$ cat src/ctr_defs.vh
// shared constants for the counter/timer channel
`ifndef CTR_DEFS_VH
`define CTR_DEFS_VH
// register offsets (word index on the plain register port)
`define ADDR_CTRL     4'h0
`define ADDR_DIVIDER  4'h1
`define ADDR_ACTIVE   4'h2
`define ADDR_WINDOW   4'h3
`define ADDR_COUNT    4'h4
`define ADDR_STATUS   4'h5
// control field positions
`define CTRL_EN       0
`define CTRL_MODE_LO  1
`define CTRL_MODE_HI  3
`define CTRL_SRC      4
`define CTRL_GATE_LO  5
`define CTRL_GATE_HI  7
`define CTRL_POL      8
// modes
`define MODE_COUNT    3'h0
`define MODE_FREQ_WIN 3'h1
`define MODE_RATE     3'h2
`define MODE_ONESHOT  3'h3
`define MODE_REPEAT   3'h4
// gate types
`define GATE_NONE     3'h0
`define GATE_LOW      3'h1
`define GATE_HIGH     3'h2
`define GATE_FALL     3'h3
`define GATE_RISE     3'h4
// reset values
`define RST_DIVIDER   16'h0002
`define RST_ACTIVE    16'h0001
`define RST_WINDOW    16'h0001
// timing
`define MCLK_HZ       20000000
`define TBASE_HZ      12000000
`define WIN_UNIT_US   1000
`define WIN_UNIT_CYC  ((`MCLK_HZ / 1000000) * `WIN_UNIT_US)
`endif

$ cat src/edge_sync.v
// two-stage synchroniser with edge detection on the settled sample
`timescale 1ns/1ps
module edge_sync (
    // clock and reset
    input  wire mclk_in,
    input  wire rst_n_in,
    // raw input and conditioned outputs
    input  wire raw_in,
    output wire level_out,
    output wire rise_out,
    output wire fall_out
);
    reg meta_q;
    reg sync_q;
    reg prev_q;

    // first stage feeds only the second stage
    always @(posedge mclk_in or negedge rst_n_in) begin
        if (!rst_n_in) begin
            meta_q <= 1'b0;
            sync_q <= 1'b0;
            prev_q <= 1'b0;
        end else begin
            meta_q <= raw_in;
            sync_q <= meta_q;
            prev_q <= sync_q;
        end
    end

    // edges compare settled stages only
    assign level_out = sync_q;
    assign rise_out  = sync_q & ~prev_q;
    assign fall_out  = ~sync_q & prev_q;
endmodule

$ cat src/tbase_gen.v
// fractional divider making 12 mhz ticks from the module clock
`timescale 1ns/1ps
module tbase_gen #(
    parameter integer CLK_HZ  = 20000000,
    parameter integer TICK_HZ = 12000000
) (
    // clock and reset
    input  wire mclk_in,
    input  wire rst_n_in,
    // tick output
    output reg  tick_out
);
    reg [31:0] acc_q;
    wire [32:0] sum = {1'b0, acc_q} + TICK_HZ;

    // phase accumulator, one tick per wrap
    always @(posedge mclk_in or negedge rst_n_in) begin
        if (!rst_n_in) begin
            acc_q    <= 32'h00000000;
            tick_out <= 1'b0;
        end else if (sum >= CLK_HZ) begin
            acc_q    <= sum[31:0] - CLK_HZ;
            tick_out <= 1'b1;
        end else begin
            acc_q    <= sum[31:0];
            tick_out <= 1'b0;
        end
    end
endmodule

$ cat src/ctr_timer.v
// one 16-bit counter/timer channel with pulse and measurement modes
// Summary of operation
// - windowed mode counts events over millisecond window
// - gated mode counts only during active gate
// - rate mode outputs pulses continuously while enabled
// - disabling stops rate output at once
// - output period equals clock period times divider
// - rate uses either source, high-level gate
// - one-shot gives one pulse on the first trigger edge
// - one-shot stops and ignores later edges
// - inactive part comes first after trigger
// - repetitive one-shot pulses on every trigger
// - triggers during a pulse are dropped
// - polarity picks active half, duty sets width
// - internal clock from 12 MHz time base
// - external divider 2 to 65536, rising edge
// - high level gate enables, low suspends
`timescale 1ns/1ps
`include "ctr_defs.vh"
module ctr_timer #(
    parameter integer WIN_UNIT_CYC = `WIN_UNIT_CYC
) (
    // clock and reset
    input  wire        mclk_in,
    input  wire        rst_n_in,
    // register port
    input  wire [3:0]  addr_in,
    input  wire [15:0] wdata_in,
    input  wire        wr_in,
    input  wire        rd_in,
    output reg  [15:0] rdata_out,
    // external pins
    input  wire        ext_clk_in,
    input  wire        gate_in,
    output reg         pulse_out
);
    localparam [1:0] ST_IDLE = 2'h0;
    localparam [1:0] ST_RUN  = 2'h1;
    localparam [1:0] ST_DONE = 2'h2;

    reg        rst_a_q;
    reg        rst_b_q;
    wire       rst_n = rst_b_q;
    reg [8:0]  ctrl_q;
    reg [15:0] divider_q;
    reg [15:0] active_q;
    reg [15:0] window_q;
    reg [15:0] count_q;
    reg [15:0] remain_q;
    reg [15:0] win_ms_q;
    reg [15:0] win_cyc_q;
    reg [1:0]  state_q;
    reg        win_done_q;
    reg        en_prev_q;

    wire       ext_lvl;
    wire       ext_rise;
    wire       gate_lvl;
    wire       gate_rise;
    wire       gate_fall;
    wire       tb_tick;

    wire       enable  = ctrl_q[`CTRL_EN];
    wire [2:0] mode    = ctrl_q[`CTRL_MODE_HI:`CTRL_MODE_LO];
    wire [2:0] gtype   = ctrl_q[`CTRL_GATE_HI:`CTRL_GATE_LO];
    wire       use_ext = ctrl_q[`CTRL_SRC];
    wire       pol_hi  = ctrl_q[`CTRL_POL];
    wire       start   = enable & ~en_prev_q;

    // reset release through two flops
    always @(posedge mclk_in or negedge rst_n_in) begin
        if (!rst_n_in) begin
            rst_a_q <= 1'b0;
            rst_b_q <= 1'b0;
        end else begin
            rst_a_q <= 1'b1;
            rst_b_q <= rst_a_q;
        end
    end

    // pin conditioning
    edge_sync u_ext_sync (
        .mclk_in   (mclk_in),
        .rst_n_in  (rst_n),
        .raw_in    (ext_clk_in),
        .level_out (ext_lvl),
        .rise_out  (ext_rise),
        .fall_out  ()
    );
    edge_sync u_gate_sync (
        .mclk_in   (mclk_in),
        .rst_n_in  (rst_n),
        .raw_in    (gate_in),
        .level_out (gate_lvl),
        .rise_out  (gate_rise),
        .fall_out  (gate_fall)
    );
    tbase_gen #(
        .CLK_HZ  (`MCLK_HZ),
        .TICK_HZ (`TBASE_HZ)
    ) u_tbase (
        .mclk_in  (mclk_in),
        .rst_n_in (rst_n),
        .tick_out (tb_tick)
    );

    // selected clock edge: ext rising edge or internal tick
    wire clk_tick = use_ext ? ext_rise : tb_tick;

    // level gate qualification
    reg gate_ok;
    always @* begin
        case (gtype)
            `GATE_LOW:  gate_ok = ~gate_lvl;
            `GATE_HIGH: gate_ok = gate_lvl;
            default:    gate_ok = 1'b1;
        endcase
    end

    // trigger edge for one-shot modes
    wire trig = (gtype == `GATE_FALL) ? gate_fall :
                (gtype == `GATE_RISE) ? gate_rise : 1'b0;

    wire is_shot = (mode == `MODE_ONESHOT) | (mode == `MODE_REPEAT);
    wire run_ok  = enable & gate_ok;

    // period reload; divider 0 stands for 65536
    wire [15:0] reload = divider_q - 16'h0001;
    wire        at_end = (remain_q == 16'h0000);
    wire        act    = (remain_q < active_q);

    // register writes and pulse engine
    always @(posedge mclk_in or negedge rst_n) begin
        if (!rst_n) begin
            ctrl_q    <= 9'h000;
            divider_q <= `RST_DIVIDER;
            active_q  <= `RST_ACTIVE;
            window_q  <= `RST_WINDOW;
            en_prev_q <= 1'b0;
            remain_q  <= 16'h0000;
            state_q   <= ST_IDLE;
            pulse_out <= 1'b0;
        end else begin
            en_prev_q <= enable;
            if (wr_in) begin
                case (addr_in)
                    `ADDR_CTRL:    ctrl_q    <= wdata_in[8:0];
                    `ADDR_DIVIDER: divider_q <= wdata_in;
                    `ADDR_ACTIVE:  active_q  <= wdata_in;
                    `ADDR_WINDOW:  window_q  <= wdata_in;
                    default:       ;
                endcase
            end
            case (state_q)
                ST_IDLE: begin
                    pulse_out <= ~pol_hi;
                    remain_q  <= reload;
                    if (start && mode == `MODE_RATE) begin
                        state_q <= ST_RUN;
                    end else if (enable && is_shot && trig) begin
                        state_q <= ST_RUN;
                    end
                end
                ST_RUN: begin
                    if (!enable) begin
                        state_q   <= ST_IDLE;
                        pulse_out <= ~pol_hi;
                    end else if (mode == `MODE_RATE && !run_ok) begin
                        pulse_out <= ~pol_hi;
                        remain_q  <= reload;
                    end else begin
                        // inactive part first, then active tail
                        pulse_out <= act ? pol_hi : ~pol_hi;
                        if (clk_tick) begin
                            if (at_end) begin
                                remain_q <= reload;
                                if (mode == `MODE_ONESHOT) begin
                                    state_q <= ST_DONE;
                                end else if (mode == `MODE_REPEAT) begin
                                    state_q <= ST_IDLE;
                                end
                            end else begin
                                remain_q <= remain_q - 16'h0001;
                            end
                        end
                    end
                end
                ST_DONE: begin
                    pulse_out <= ~pol_hi;
                    if (!enable) begin
                        state_q <= ST_IDLE;
                    end
                end
                default: state_q <= ST_IDLE;
            endcase
            if (wr_in && addr_in == `ADDR_CTRL) begin
                state_q <= ST_IDLE;
            end
        end
    end

    // event counter for counting and measurement modes
    wire win_mode = (mode == `MODE_FREQ_WIN);
    wire cnt_mode = (mode == `MODE_COUNT) | win_mode;
    always @(posedge mclk_in or negedge rst_n) begin
        if (!rst_n) begin
            count_q    <= 16'h0000;
            win_ms_q   <= 16'h0000;
            win_cyc_q  <= 16'h0000;
            win_done_q <= 1'b0;
        end else if (start) begin
            count_q    <= 16'h0000;
            win_ms_q   <= 16'h0000;
            win_cyc_q  <= 16'h0000;
            win_done_q <= 1'b0;
        end else if (enable && cnt_mode) begin
            if (win_mode && !win_done_q) begin
                // millisecond timer closes the window
                if (win_cyc_q == WIN_UNIT_CYC[15:0] - 16'h0001) begin
                    win_cyc_q <= 16'h0000;
                    win_ms_q  <= win_ms_q + 16'h0001;
                    if (win_ms_q + 16'h0001 >= window_q) begin
                        win_done_q <= 1'b1;
                    end
                end else begin
                    win_cyc_q <= win_cyc_q + 16'h0001;
                end
            end
            // gated count only while gate active; relies on software polarity
            if (ext_rise && gate_ok && !(win_mode && win_done_q)) begin
                count_q <= count_q + 16'h0001;
            end
        end
    end

    // read mux, data one cycle after strobe
    always @(posedge mclk_in or negedge rst_n) begin
        if (!rst_n) begin
            rdata_out <= 16'h0000;
        end else if (rd_in) begin
            case (addr_in)
                `ADDR_CTRL:    rdata_out <= {7'h00, ctrl_q};
                `ADDR_DIVIDER: rdata_out <= divider_q;
                `ADDR_ACTIVE:  rdata_out <= active_q;
                `ADDR_WINDOW:  rdata_out <= window_q;
                `ADDR_COUNT:   rdata_out <= count_q;
                `ADDR_STATUS:  rdata_out <= {11'h000, ext_lvl, gate_lvl,
                                            win_done_q, state_q};
                default:       rdata_out <= 16'h0000;
            endcase
        end else begin
            rdata_out <= 16'h0000;
        end
    end
endmodule

$ cat config.mk
export PLATFORM = sky130hd
export DESIGN_NAME = ctr_timer
export DESIGN_NICKNAME = d
export VERILOG_FILES = /design/src/edge_sync.v /design/src/tbase_gen.v /design/src/ctr_timer.v
export VERILOG_INCLUDE_DIRS = /design/src
export SDC_FILE = /design/constraint.sdc
export NUM_CORES = 1
export LEC_CHECK = 0
export BUFFER_PORTS_ARGS = -buffer_cell sky130_fd_sc_hd__buf_2
export CORE_AREA = 2 2 134 169
export DETAILED_ROUTE_END_ITERATION = 8
export DIE_AREA = 0 0 136 171
export PLACE_DENSITY = 0.66
export SLEW_MARGIN = 10
export SYNTH_ARGS = -nofsm -noshare
export SYNTH_HDL_FRONTEND = slang
export SYNTH_HIERARCHICAL = 1
export SYNTH_SLANG_ARGS = --single-unit
$ cat constraint.sdc
create_clock -name mclk_in -period 15.8 [get_ports mclk_in]
set_clock_uncertainty 0.1 [all_clocks]
set_input_delay 1.58 -clock mclk_in [delete_from_list [all_inputs] [get_ports mclk_in]]
set_output_delay 1.58 -clock mclk_in [all_outputs]
set_load 0.01 [all_outputs]
Yosys cells after proc, flatten, opt, wreduce, memory -nomap -nowiden
Index checks and enable logic that the tools add are counted.
- word-level logic and storage cells: 148
- output and inout bits: 17
- bits of input ports: 26
- register bits after elaboration: 183
- reduce and logical (&&, ||, !) cells: 35
- equal/unequal tests: 24
- bitwise operators: 12
- order comparisons: 3
- $add $sub $neg: 7
- multiplexer cells: 44
- operator list (operator ; count):
    $mux W16 ; 16
    $pmux W16 S6 ; 1
    $add A16 B1 Y16 const B ; 3
    $add A32 B24 Y33 const B ; 1
    $ge A33 B25 Y1 const B ; 1
    $mux W32 ; 1
    $pmux W16 S2 ; 1
    $sub A16 B1 Y16 const B ; 2
    $sub A32 B25 Y32 const B ; 1
    $mux W2 ; 10
    $eq A16 B15 Y1 const B ; 1
    $ge A16 B16 Y1 ; 1
    $logic_not A16 Y1 ; 1
    $lt A16 B16 Y1 ; 1
    $ne A4 B4 Y1 const B ; 4
    $reduce_bool A2 Y1 ; 7
    $eq A3 B2 Y1 const B ; 4
    $mux W1 ; 12
    $reduce_and A2 Y1 ; 6
    $logic_and A1 B1 Y1 ; 10
    $eq A4 B2 Y1 const B ; 2
    $eq A4 B3 Y1 const B ; 2
    $eq A3 B1 Y1 const B ; 2
    $eq A3 B3 Y1 const B ; 2
    19 further kinds ; 33

Longest topological paths before layout
Gate-level depths: netlist of run 1.
- depth in word-level cells: 9
- depth in mapped cells: 15

By module
The synthesis of run 1 kept the hierarchy.
- modules (own cells, without submodules) (module ; cells an instance ; sequential area each (um2) ; instances ; area each (um2)):
    ctr_timer ; 821 ; 3607.2 ; 1 ; 8094.0
    tbase_gen ; 292 ; 625.6 ; 1 ; 2353.5
    edge_sync ; 5 ; 75.1 ; 2 ; 90.1

Worst setup path after synthesis of run 1
OpenSTA, ideal clock, no wires.
- path kind: in2reg
- start: input port addr_in[1]
- end: register active_q[8]
- stages on the path: 5
- path slack: 12462 ps
- setup time: 128 ps
- data required time: 15572 ps
- arrival time: 3111 ps
- path through: clkbuf_1 -> nor4b_2 -> nand2_1 -> buf_2 -> mux2_1
- word-level cells in the longest chain between the ends: 2
- RTL lines (element ; RTL line ; source):
    from (decl) ; ctr_timer.v:27 ; input wire [3:0] addr_in,
    $eq A4 B2 Y1 ; ctr_timer.v:146 ; case (addr_in)
    $reduce_and A2 Y1 (no source line) ; n/a ;
    to (signal assigned) ; ctr_timer.v:137 ; active_q <= `RST_ACTIVE;
    to (signal assigned) ; ctr_timer.v:149 ; `ADDR_ACTIVE: active_q <= wdata_in;
    to (decl) ; ctr_timer.v:46 ; reg [15:0] active_q;
No other way between the ends.
A chain may end at the register's enable or synchronous reset.

Worst setup path after layout of run 1
- start: register u_tbase.acc_q[8]
- end: register u_tbase.acc_q[14]
- word-level cells in the longest chain between the ends: 3
- elaborated cells between the ends (all ways): 4
- those cells by class: 2 x add/sub; 1 x order compare; 1 x mux
- RTL lines (element ; RTL line ; source):
    from (decl) ; tbase_gen.v:13 ; reg [31:0] acc_q;
    from (signal assigned) ; tbase_gen.v:22 ; acc_q <= sum[31:0] - CLK_HZ;
    from (signal assigned) ; tbase_gen.v:25 ; acc_q <= sum[31:0];
    $add A32 B24 Y33 (*) ; tbase_gen.v:14 ; wire [32:0] sum = {1'b0, acc_q} + TICK_HZ;
    $sub A32 B25 Y32 or $ge A33 B25 Y1 (tied branches) ; tbase_gen.v:22, tbase_gen.v:21 ;
    $mux W32 (*) ; tbase_gen.v:21 ; end else if (sum >= CLK_HZ) begin
Every way passes the cells marked *; elsewhere a longest branch is shown, timed or not.

==> results.sh, run 1 <==
export IMPL_status="finished clean"
export IMPL_vdd_ir_drop_max_uv=73.2
export IMPL_postCtsSetupBuffers=0
export IMPL_crit_path_start_kind="flip-flop"
export IMPL_cp_required_ps=16060
export IMPL_initial_core_util=0.486
export IMPL_antenna_found_initial=0
export IMPL_dp_slack_ps=11630
export IMPL_grtUsageMet2=0.401
export IMPL_die_area_um2=23300
export IMPL_diodes=0
export IMPL_cts_root_buf="clkbuf_16"
export IMPL_clk_pin_slew_worst_paths_ps=70
export IMPL_post_cts_resized=0
export IMPL_cts_buffers_inserted=17
export IMPL_layout_min_cycle_time_ps=4220
export IMPL_place_congestion=0.864
export IMPL_grtUsageMet3=0.0370
export IMPL_grt_use_total=0.228
export IMPL_rows=61
export IMPL_power_density_nw_per_um2=112
export IMPL_die_x_um=136
export IMPL_r2r_slack_ps=11580
export IMPL_path_class="reg2reg"
export IMPL_fill_cells=2038
export IMPL_ant_nets=0
export IMPL_rsz0062_at_grt="false"
export IMPL_nNetsFinal=1203
export IMPL_worst_pin_slew_ps=1090
export IMPL_syn_nets=1188
export IMPL_wire_per_inst_um=17.5
export IMPL_dp_cells=1401
export IMPL_relSlewSlack=0.267
export IMPL_grt_busiest_layer="met2"
export IMPL_die_h_um=171
export IMPL_drive_gt1_frac=0.136
export IMPL_finalCritPeriodShare=0.267
export IMPL_hpwl_mm=18.5
export IMPL_syn_to_final_growth_pct=8.78
export IMPL_cap_violations=0
export IMPL_tns_ps=0
export IMPL_drcViolationCount=0
export IMPL_netlist_area_um2=10600
export IMPL_wl_mm=25.1
export IMPL_leakagePower_nw=4.96
export IMPL_worst_slack_ps=11580
export IMPL_grt_pass1_vias=8239
export IMPL_yosysWarningCount=6
export IMPL_hold_buffers=0
export IMPL_core_um2=21800
export IMPL_fmax_mhz=237
export IMPL_via_per_inst=5.89
export IMPL_io_buffers=42
export IMPL_clock_latency_ps=430
export IMPL_cts_max_level=4
export IMPL_drt_iter0_drc=591
export IMPL_grt_start_max_net_pins=81
export IMPL_clk_path_buf_depth=2
export IMPL_layout_cells_non_filler=1433
export IMPL_drt_pre_antenna_iters=6
export IMPL_cp_end_kind="flip-flop"
export IMPL_synth_area_per_cell_um2=9.46
export IMPL_vias=8435
export IMPL_grt_ovfl_total=0
export IMPL_cts_tree="built"
export IMPL_cts_sinks=175
export IMPL_grtUsageMet1=0.282
export IMPL_crit_arrival_ps=4470
export IMPL_setup_violations=0
export IMPL_synthCells=1122
export IMPL_finalHoldViolCount=0
export IMPL_worstPathMaxFanout=16
export IMPL_ios=43
export IMPL_drv_slew=0
export IMPL_grt_pass1_wl_mm=42.0
export IMPL_hp_class="reg2async"
## placed cells by master (no fill, tap or decap), types with 6 or more instances in the layout
master     instances
dfrtp_1          171
nor2_1            87
nand2_1           78
a21oi_1           63
inv_1             57
xnor2_1           53
mux2_2            47
nand3_1           43
buf_2             42
ha_1              40
o21ai_0           39
xor2_1            35
nor3_1            30
nand4_1           28
a22oi_1           23
nand2b_1          17
clkbuf_16         17
o21ai_1           15
and3_1            14
nor2b_1           13
a31oi_1           11
mux2i_1           10
a211oi_1          10
mux2_1             9
buf_4              9
or3_1              8
a21o_1             8
nand3b_1           7
a222oi_1           7
nor4b_1            7
nor4_1             6
o21a_1             6
o31ai_1            6
## where the power goes
| group | internal [W] | switching [W] | total, W |
|---|---|---|---|
| Clock | 0.000206 | 0.000180 | 0.000386 |
| Combinational | 0.000131 | 0.000161 | 0.000293 |
| Sequential | 0.000517 | 0.0000926 | 0.000610 |
## metal layers
metal | wire [µm] | up-vias
met5 | 0 | -
met4 | 564 | 0
met3 | 617 | 40
met2 | 12900 | 132
met1 | 11100 | 4156
li1 | - | 4107
## metrics by stage
stage | cell area [µm²] | power (W) | util | hold WS [ps]
floorplan | 10600 | 0.000814 | - | 231
global placement | 11000 | 0.000899 | 0.505 | 99.5
detailed placement | 11000 | 0.000909 | 0.505 | 99.4
CTS | 11600 | 0.00130 | 0.529 | 99.2
global route | 11600 | 0.00138 | 0.529 | 121
finish | 11600 | 0.00129 | 0.529 | 88.2
## final cells by class
cell class,instances,area [µm²],share of cell area
multi-input cells,835,5780,0.501
clock inverters,12,88.8,0.00769
flip-flops and latches,175,4390,0.380
inverters,57,214,0.0185
repair buffers,51,278,0.0240
clock buffers,20,447,0.0387
well taps,283,354,0.0307
## worst max-delay path, cell delays in order, from the launching register on
cell	delay [ps]
dfrtp_1	480
inv_1	140
ha_1	360
nand2b_1	320
a21oi_2	500
o21ai_1	190
a21oi_1	300
mux2i_1	220
nand3b_1	180
a211oi_4	650
buf_4	330
mux2i_1	230
xnor2_1	130
## worst paths after layout
kind / from / to / cells after the start
setup / recovery: u_tbase/acc_q[8]$_DFFE_PN0N_ / u_tbase/acc_q[14]$_DFF_PN0_ / 12
hold / removal: rst_b_q$_DFF_PN0_ / u_tbase/acc_q[14]$_DFF_PN0_ / 0
setup reg to reg: u_tbase/acc_q[8]$_DFFE_PN0N_ / u_tbase/acc_q[14]$_DFF_PN0_ / 12
hold reg to reg: rst_b_q$_DFF_PN0_ / u_tbase/acc_q[14]$_DFF_PN0_ / 0
max in group asynchronous: rst_b_q$_DFF_PN0_ / win_ms_q[2]$_DFFE_PN0P_ / 2
min in group mclk_in: rst_a_q$_DFF_PN0_ / rst_b_q$_DFF_PN0_ / 0
## sequential cells by signal, indices dropped and copies added, names as in the netlist, 2 cells and up
name and count:
ctrl_q 9, count_q 16, rdata_out 16, state_q 2, win_ms_q 16, remain_q 16, active_q 16, window_q 16
divider_q 16, u_tbase/acc_q 24, win_cyc_q 16
(Power assumes the default switching activity.)
==> run 2, diff against run 1 <==
--- a/config.mk
+++ b/config.mk
@@ -10,7 +10,7 @@
 export CORE_AREA = 2 2 134 169
 export DETAILED_ROUTE_END_ITERATION = 8
 export DIE_AREA = 0 0 136 171
-export PLACE_DENSITY = 0.66
+export PLACE_DENSITY = 0.68
 export SLEW_MARGIN = 10
 export SYNTH_ARGS = -nofsm -noshare
 export SYNTH_HDL_FRONTEND = slang
==> constraint.sdc (replaced) <==
create_clock -name mclk_in -period 3.7 [get_ports mclk_in]
set_clock_uncertainty 0.1 [all_clocks]
set_input_delay 0.37 -clock mclk_in [delete_from_list [all_inputs] [get_ports mclk_in]]
set_output_delay 0.37 -clock mclk_in [all_outputs]
set_load 0.01 [all_outputs]
==> results.sh, run 2 (synthesis gave the netlist of run 1 again) <==
export IMPL_clk_path_buf_depth=2
export IMPL_fill_cells=2046
export IMPL_drt_pre_antenna_iters=6
export IMPL_drt_iter0_drc=592
export IMPL_seqCellArea_um2=4390
export IMPL_setup_violations=0
export IMPL_initial_core_util=0.486
export IMPL_top_register="u_tbase/acc_q"
export IMPL_drv_slew=0
export IMPL_status="finished clean"
export IMPL_cap_violations=0
export IMPL_postCtsSetupBuffers=0
export IMPL_rr_worst_depth=12
export IMPL_multi_input_area_um2=5790
export IMPL_fmax_mhz=295
export IMPL_final_common_cell="dfrtp_1"
export IMPL_crit_arrival_ps=3600
export IMPL_worstPathMaxFanout=19
export IMPL_grt_use_total=0.229
export IMPL_largest_reg_flops=24
export IMPL_nNetsFinal=1214
export IMPL_cts_max_level=4
export IMPL_r2r_slack_ps=310
export IMPL_cts_tree="built"
export IMPL_grt_pass1_wl_mm=42.6
export IMPL_place_congestion=0.892
export IMPL_drcViolationCount=0
export IMPL_grt_start_max_net_pins=65
export IMPL_antenna_found_initial=0
export IMPL_min_from="wdata_in[12]"
export IMPL_die_area_um2=23300
export IMPL_core_um2=21800
export IMPL_tns_ps=0
export IMPL_cts_sinks=175
export IMPL_grt_ovfl_total=0
export IMPL_post_route_util=0.537
export IMPL_crit_path_start_kind="flip-flop"
export IMPL_r2r_start="u_tbase/acc_q[8]$_DFFE_PN0N_"
export IMPL_wl_mm=25.5
export IMPL_ant_nets=0
export IMPL_rsz0062_at_grt="false"
export IMPL_min_to="divider_q[12]$_DFFE_PN0P_"
export IMPL_cp_required_ps=3920
export IMPL_path_class="reg2reg"
export IMPL_leakagePower_nw=5.06
export IMPL_io_buffers=42
export IMPL_final_cell_mix="dfrtp_1 (171), nor2_1 (87), nand2_1 (78), a21oi_1 (63), inv_1 (57)"
export IMPL_syn_to_final_growth_pct=10.4
export IMPL_die_x_um=136
export IMPL_hp_class="in2reg"
export IMPL_die_h_um=171
export IMPL_drive_gt1_frac=0.141
export IMPL_ios=43
export IMPL_r2r_end="u_tbase/acc_q[30]$_DFF_PN0_"
export IMPL_cts_root_buf="clkbuf_16"
export IMPL_hpwl_mm=18.6
export IMPL_worst_pin_slew_ps=1130
export IMPL_layout_min_cycle_time_ps=3390
export IMPL_grt_pass1_vias=8429
export IMPL_finalHoldViolCount=0
export IMPL_diodes=0
export IMPL_hold_depth=2
export IMPL_via_per_inst=5.90
export IMPL_wire_per_inst_um=17.7
export IMPL_clock_latency_ps=440
export IMPL_cts_buffers_inserted=17
export IMPL_clk_pin_slew_worst_paths_ps=70
export IMPL_vias=8526
export IMPL_cp_end_kind="flip-flop"
export IMPL_power_density_nw_per_um2=485
export IMPL_rows=61
export IMPL_relSlewSlack=0.244
export IMPL_vdd_ir_drop_max_uv=337
export IMPL_finalCritPeriodShare=0.916
run 2: changes by cell type in the layout (fill, tap and decap cells not counted), sizes merged:
cell / change
clkbuf: +1
dlygate4sd3: +3
inv: +1
buf: +8
clkinv: -2
bufinv: +2
clkinvlp: -2
run 2: per-layer routing:
| layer | vias up | GRT usage | wire length [µm] |
|---|---|---|---|
| met5 | - | 0 | 0 |
| met4 | 0 | 0.0770 | 539 |
| met3 | 48 | 0.0361 | 916 |
| met2 | 186 | 0.399 | 13300 |
| met1 | 4161 | 0.287 | 10700 |
| li1 | 4131 | - | - |
run 2: report_power, final:
part / internal, W / total [W] / switching (W)
combinational: 0.000574 / 0.00127 / 0.000692
clock: 0.00104 / 0.00181 / 0.000773
sequential: 0.00221 / 0.00262 / 0.000408
total: 0.00382 / 0.00569 / 0.00187
run 2: worst max path at each step:
stage | startpoint | endpoint | cells after the start
after floorplan | u_tbase/acc_q[8]$_DFFE_PN0N_ | u_tbase/acc_q[21]$_DFF_PN0_ | 15
after global placement | u_tbase/acc_q[8]$_DFFE_PN0N_ | u_tbase/acc_q[30]$_DFF_PN0_ | 12
after detailed placement | u_tbase/acc_q[8]$_DFFE_PN0N_ | u_tbase/acc_q[30]$_DFF_PN0_ | 12
after CTS | u_tbase/acc_q[8]$_DFFE_PN0N_ | u_tbase/acc_q[30]$_DFF_PN0_ | 12
after global routing | u_tbase/acc_q[8]$_DFFE_PN0N_ | u_tbase/acc_q[30]$_DFF_PN0_ | 12
final | u_tbase/acc_q[8]$_DFFE_PN0N_ | u_tbase/acc_q[30]$_DFF_PN0_ | 12
run 2: final cells by class:
class	instances	area share
Clock inverter	11	0.0110
Clock buffer	21	0.0393
Tap cell	283	0.0302
Timing Repair Buffer	62	0.0335
Multi-Input combinational cell	835	0.494
Sequential cell	175	0.374
Inverter	57	0.0182
run 2: worst max-delay path, cell delays in order, from the launching register on:
cell      delay, ps
dfrtp_1         480
inv_1           150
ha_1            230
nand2b_1        280
a211oi_1        390
mux2i_1         160
a22oi_1         330
o211a_1         180
o21bai_1        110
a211oi_4        270
buf_4           260
and3b_1         210
xnor2_1         120
run 2: stage by stage:
stage	area (µm²)	setup WS (ps)	std cells	total power [W]	hold WS [ps]
final	11700	312	1444	0.00569	87.4
after detailed placement	11100	316	1409	0.00390	55.5
after floorplan	10600	504	1122	0.00348	-25.6
after CTS	11700	302	1444	0.00573	76.6
after global placement	11100	433	1409	0.00384	55.0
after global routing	11700	16.3	1444	0.00603	91.4
run 2: repair_timing:
item | 4_1_cts | 5_1_grt
hold buffers | 3 | 0
gates resized for setup | 0 | 1
hold endpoints to repair | 4 | 0
endpoints found under the setup margin | 0 | 4
==> run 3, diff against run 2 <==
--- a/config.mk
+++ b/config.mk
@@ -7,10 +7,10 @@
 export NUM_CORES = 1
 export LEC_CHECK = 0
 export BUFFER_PORTS_ARGS = -buffer_cell sky130_fd_sc_hd__buf_2
-export CORE_AREA = 2 2 134 169
+export CORE_AREA = 2 2 149 151
 export DETAILED_ROUTE_END_ITERATION = 8
-export DIE_AREA = 0 0 136 171
-export PLACE_DENSITY = 0.68
+export DIE_AREA = 0 0 151 153
+export PLACE_DENSITY = 0.69
 export SLEW_MARGIN = 10
 export SYNTH_ARGS = -nofsm -noshare
 export SYNTH_HDL_FRONTEND = slang
==> results.sh, run 3 (synthesis gave the netlist of run 1 again) <==
export IMPL_dp_cells=1409
export IMPL_r2r_end="u_tbase/acc_q[14]$_DFF_PN0_"
export IMPL_die_x_um=151
export IMPL_die_h_um=153
export IMPL_p_sw_w=0.00193
export IMPL_power_frac_comb=0.224
export IMPL_r2r_start="u_tbase/acc_q[8]$_DFFE_PN0N_"
export IMPL_cts_buffers_inserted=17
export IMPL_grt_ovfl_total=0
export IMPL_rsz0062_at_grt="false"
export IMPL_die_area_um2=23100
export IMPL_largest_reg_flops=24
export IMPL_initial_core_util=0.494
export IMPL_cpMaxStageDelayCell="dfrtp_1"
export IMPL_via_per_inst=5.94
export IMPL_vdd_ir_drop_max_uv=314
export IMPL_relSlewSlack=0.285
export IMPL_wl_met1_mm=11.7
export IMPL_vias=8583
export IMPL_grt_pass1_vias=8194
export IMPL_seqCellArea_um2=4390
export IMPL_top_register="u_tbase/acc_q"
export IMPL_final_cell_mix="dfrtp_1 (171), nor2_1 (87), nand2_1 (78), a21oi_1 (63), inv_1 (57)"
export IMPL_grt_use_total=0.231
export IMPL_drv_slew=0
export IMPL_clock_latency_ps=430
export IMPL_tns_ps=0
export IMPL_diodes=0
export IMPL_crit_arrival_ps=3610
export IMPL_critPathMaxStageDelay_ps=490
export IMPL_grt_pass1_wl_mm=42.5
export IMPL_clk_pin_slew_worst_paths_ps=70
export IMPL_finalCritPeriodShare=0.908
export IMPL_post_route_util=0.546
export IMPL_cts_max_level=4
export IMPL_dpl_cell_area_um2=11100
export IMPL_cp_end_kind="flip-flop"
export IMPL_syn_to_final_growth_pct=10.4
export IMPL_ant_nets=0
export IMPL_io_buffers=42
export IMPL_highest_layer="met4"
export IMPL_cts_root_buf="clkbuf_16"
export IMPL_status="finished clean"
export IMPL_setup_violations=0
export IMPL_p_int_w=0.00373
export IMPL_p_seq_frac=0.458
export IMPL_final_common_cell="dfrtp_1"
export IMPL_finalHoldViolCount=0
export IMPL_cp_required_ps=3950
export IMPL_layout_min_cycle_time_ps=3360
export IMPL_grt_start_max_net_pins=73
export IMPL_stdcell_area_um2=11700
export IMPL_drive_gt1_frac=0.145
export IMPL_place_congestion=0.874
export IMPL_power_density_nw_per_um2=483
export IMPL_swShare=0.341
export IMPL_cap_violations=0
export IMPL_crit_end="u_tbase/acc_q[14]$_DFF_PN0_"
export IMPL_cts_sinks=175
export IMPL_fmax_mhz=298
export IMPL_wl_mm=25.8
export IMPL_nNetsFinal=1217
export IMPL_wl_met3_mm=1.38
export IMPL_ios=43
export IMPL_cts_tree="built"
export IMPL_hp_class="in2reg"
export IMPL_drcViolationCount=0
export IMPL_drt_iter0_drc=621
export IMPL_clk_path_buf_depth=2
export IMPL_rows=54
export IMPL_crit_start="u_tbase/acc_q[8]$_DFFE_PN0N_"
export IMPL_layout_cells_non_filler=1444
export IMPL_worstPathMaxFanout=22
export IMPL_multi_input_area_um2=5780
export IMPL_clkPwrFrac=0.318
export IMPL_crit_top_cell="mux2i_1"
export IMPL_path_class="reg2reg"
export IMPL_rr_worst_depth=12
export IMPL_wire_per_inst_um=17.8
export IMPL_core_um2=21500
export IMPL_postCtsSetupBuffers=0
export IMPL_path_cells="inv_1, ha_1, nand2b_1, a211oi_1, mux2i_1, a22oi_1, o211a_1, o21bai_1, a211oi_2, buf_12, mux2i_1, xnor2_1"
export IMPL_crit_path_start_kind="flip-flop"
export IMPL_r2r_slack_ps=340
export IMPL_fill_cells=1936
export IMPL_worst_pin_slew_ps=1070
export IMPL_antenna_found_initial=0
export IMPL_drt_pre_antenna_iters=6
export IMPL_hpwl_mm=18.5
export IMPL_dr_wl_met2_mm=12.2
export IMPL_leakagePower_nw=5.08
==> run 3: changes by cell type in the layout (fill, tap and decap cells not counted) <==
cell        change
inv_8           +4
buf_4           +3
clkbuf_1        -2
clkbuf_8        -2
clkinvlp_4      -2
a211oi_2        +1
a211oi_4        -1
bufinv_16       -1
clkinv_2        +1
clkinv_4        +1
inv_6           +1
==> run 3: stage by stage <==
stage | hold slack, ps | total power, W | setup slack [ps]
3_3_place_gp | 55.5 | 0.00384 | 403
3_5_place_dp | 57.3 | 0.00388 | 291
4_1_cts | 86.9 | 0.00570 | 270
5_1_grt | 89.0 | 0.00602 | 37.0
6_report | 98.0 | 0.00567 | 340
2_1_floorplan | -25.6 | 0.00348 | 504
==> run 3: cell type report <==
cell class              count  area share
inverters                  57      0.0182
multi-input cells         835       0.493
clock inverters            15      0.0129
flip-flops and latches    175       0.374
well taps                 280      0.0299
repair buffers             65      0.0354
clock buffers              17      0.0363
==> run 3: power by group through the flow <==
stage	Clock (W)	Sequential (W)	Combinational, W
after detailed placement	0	0.00262	0.00126
final	0.00180	0.00260	0.00127
after global routing	0.00192	0.00265	0.00145
after CTS	0.00183	0.00259	0.00128
after floorplan	0	0.00250	0.000976
after global placement	0	0.00262	0.00122
==> run 3: worst min-delay path by stage <==
stage	to	depth (start not counted)	slack (ps)	startpoint
floorplan	rst_a_q$_DFF_PN0_	0	-30	rst_n_in
global placement	rst_a_q$_DFF_PN0_	1	60	rst_n_in
detailed placement	rst_a_q$_DFF_PN0_	1	60	rst_n_in
CTS	divider_q[10]$_DFFE_PN0P_	2	90	wdata_in[10]
global route	divider_q[9]$_DFFE_PN0P_	2	90	wdata_in[9]
finish	divider_q[9]$_DFFE_PN0P_	2	100	wdata_in[9]
==> run 3: worst max-delay path, delay by kind of cell, from the launching register on <==
family          cells  cell delay, ps
flops               1             490
xor+xnor            1             140
simple gates        1             280
buf+inv             2             360
compound gates      5            1310
fa+ha+maj           1             230
mux                 2             370
==> run 3: metal layers <==
| metal | GRT usage | vias to the layer above |
|---|---|---|
| met5 | 0 | - |
| met4 | 0.0672 | 0 |
| li1 | - | 4145 |
| met2 | 0.370 | 254 |
| met3 | 0.0442 | 33 |
| met1 | 0.317 | 4151 |
==> run 3: what timing repair did <==
action                                  in CTS  in global routing
hold buffers                                 3                  0
hold endpoints to repair                     4                  0
endpoints found under the setup margin       0                  1
resized for setup                            0                  1
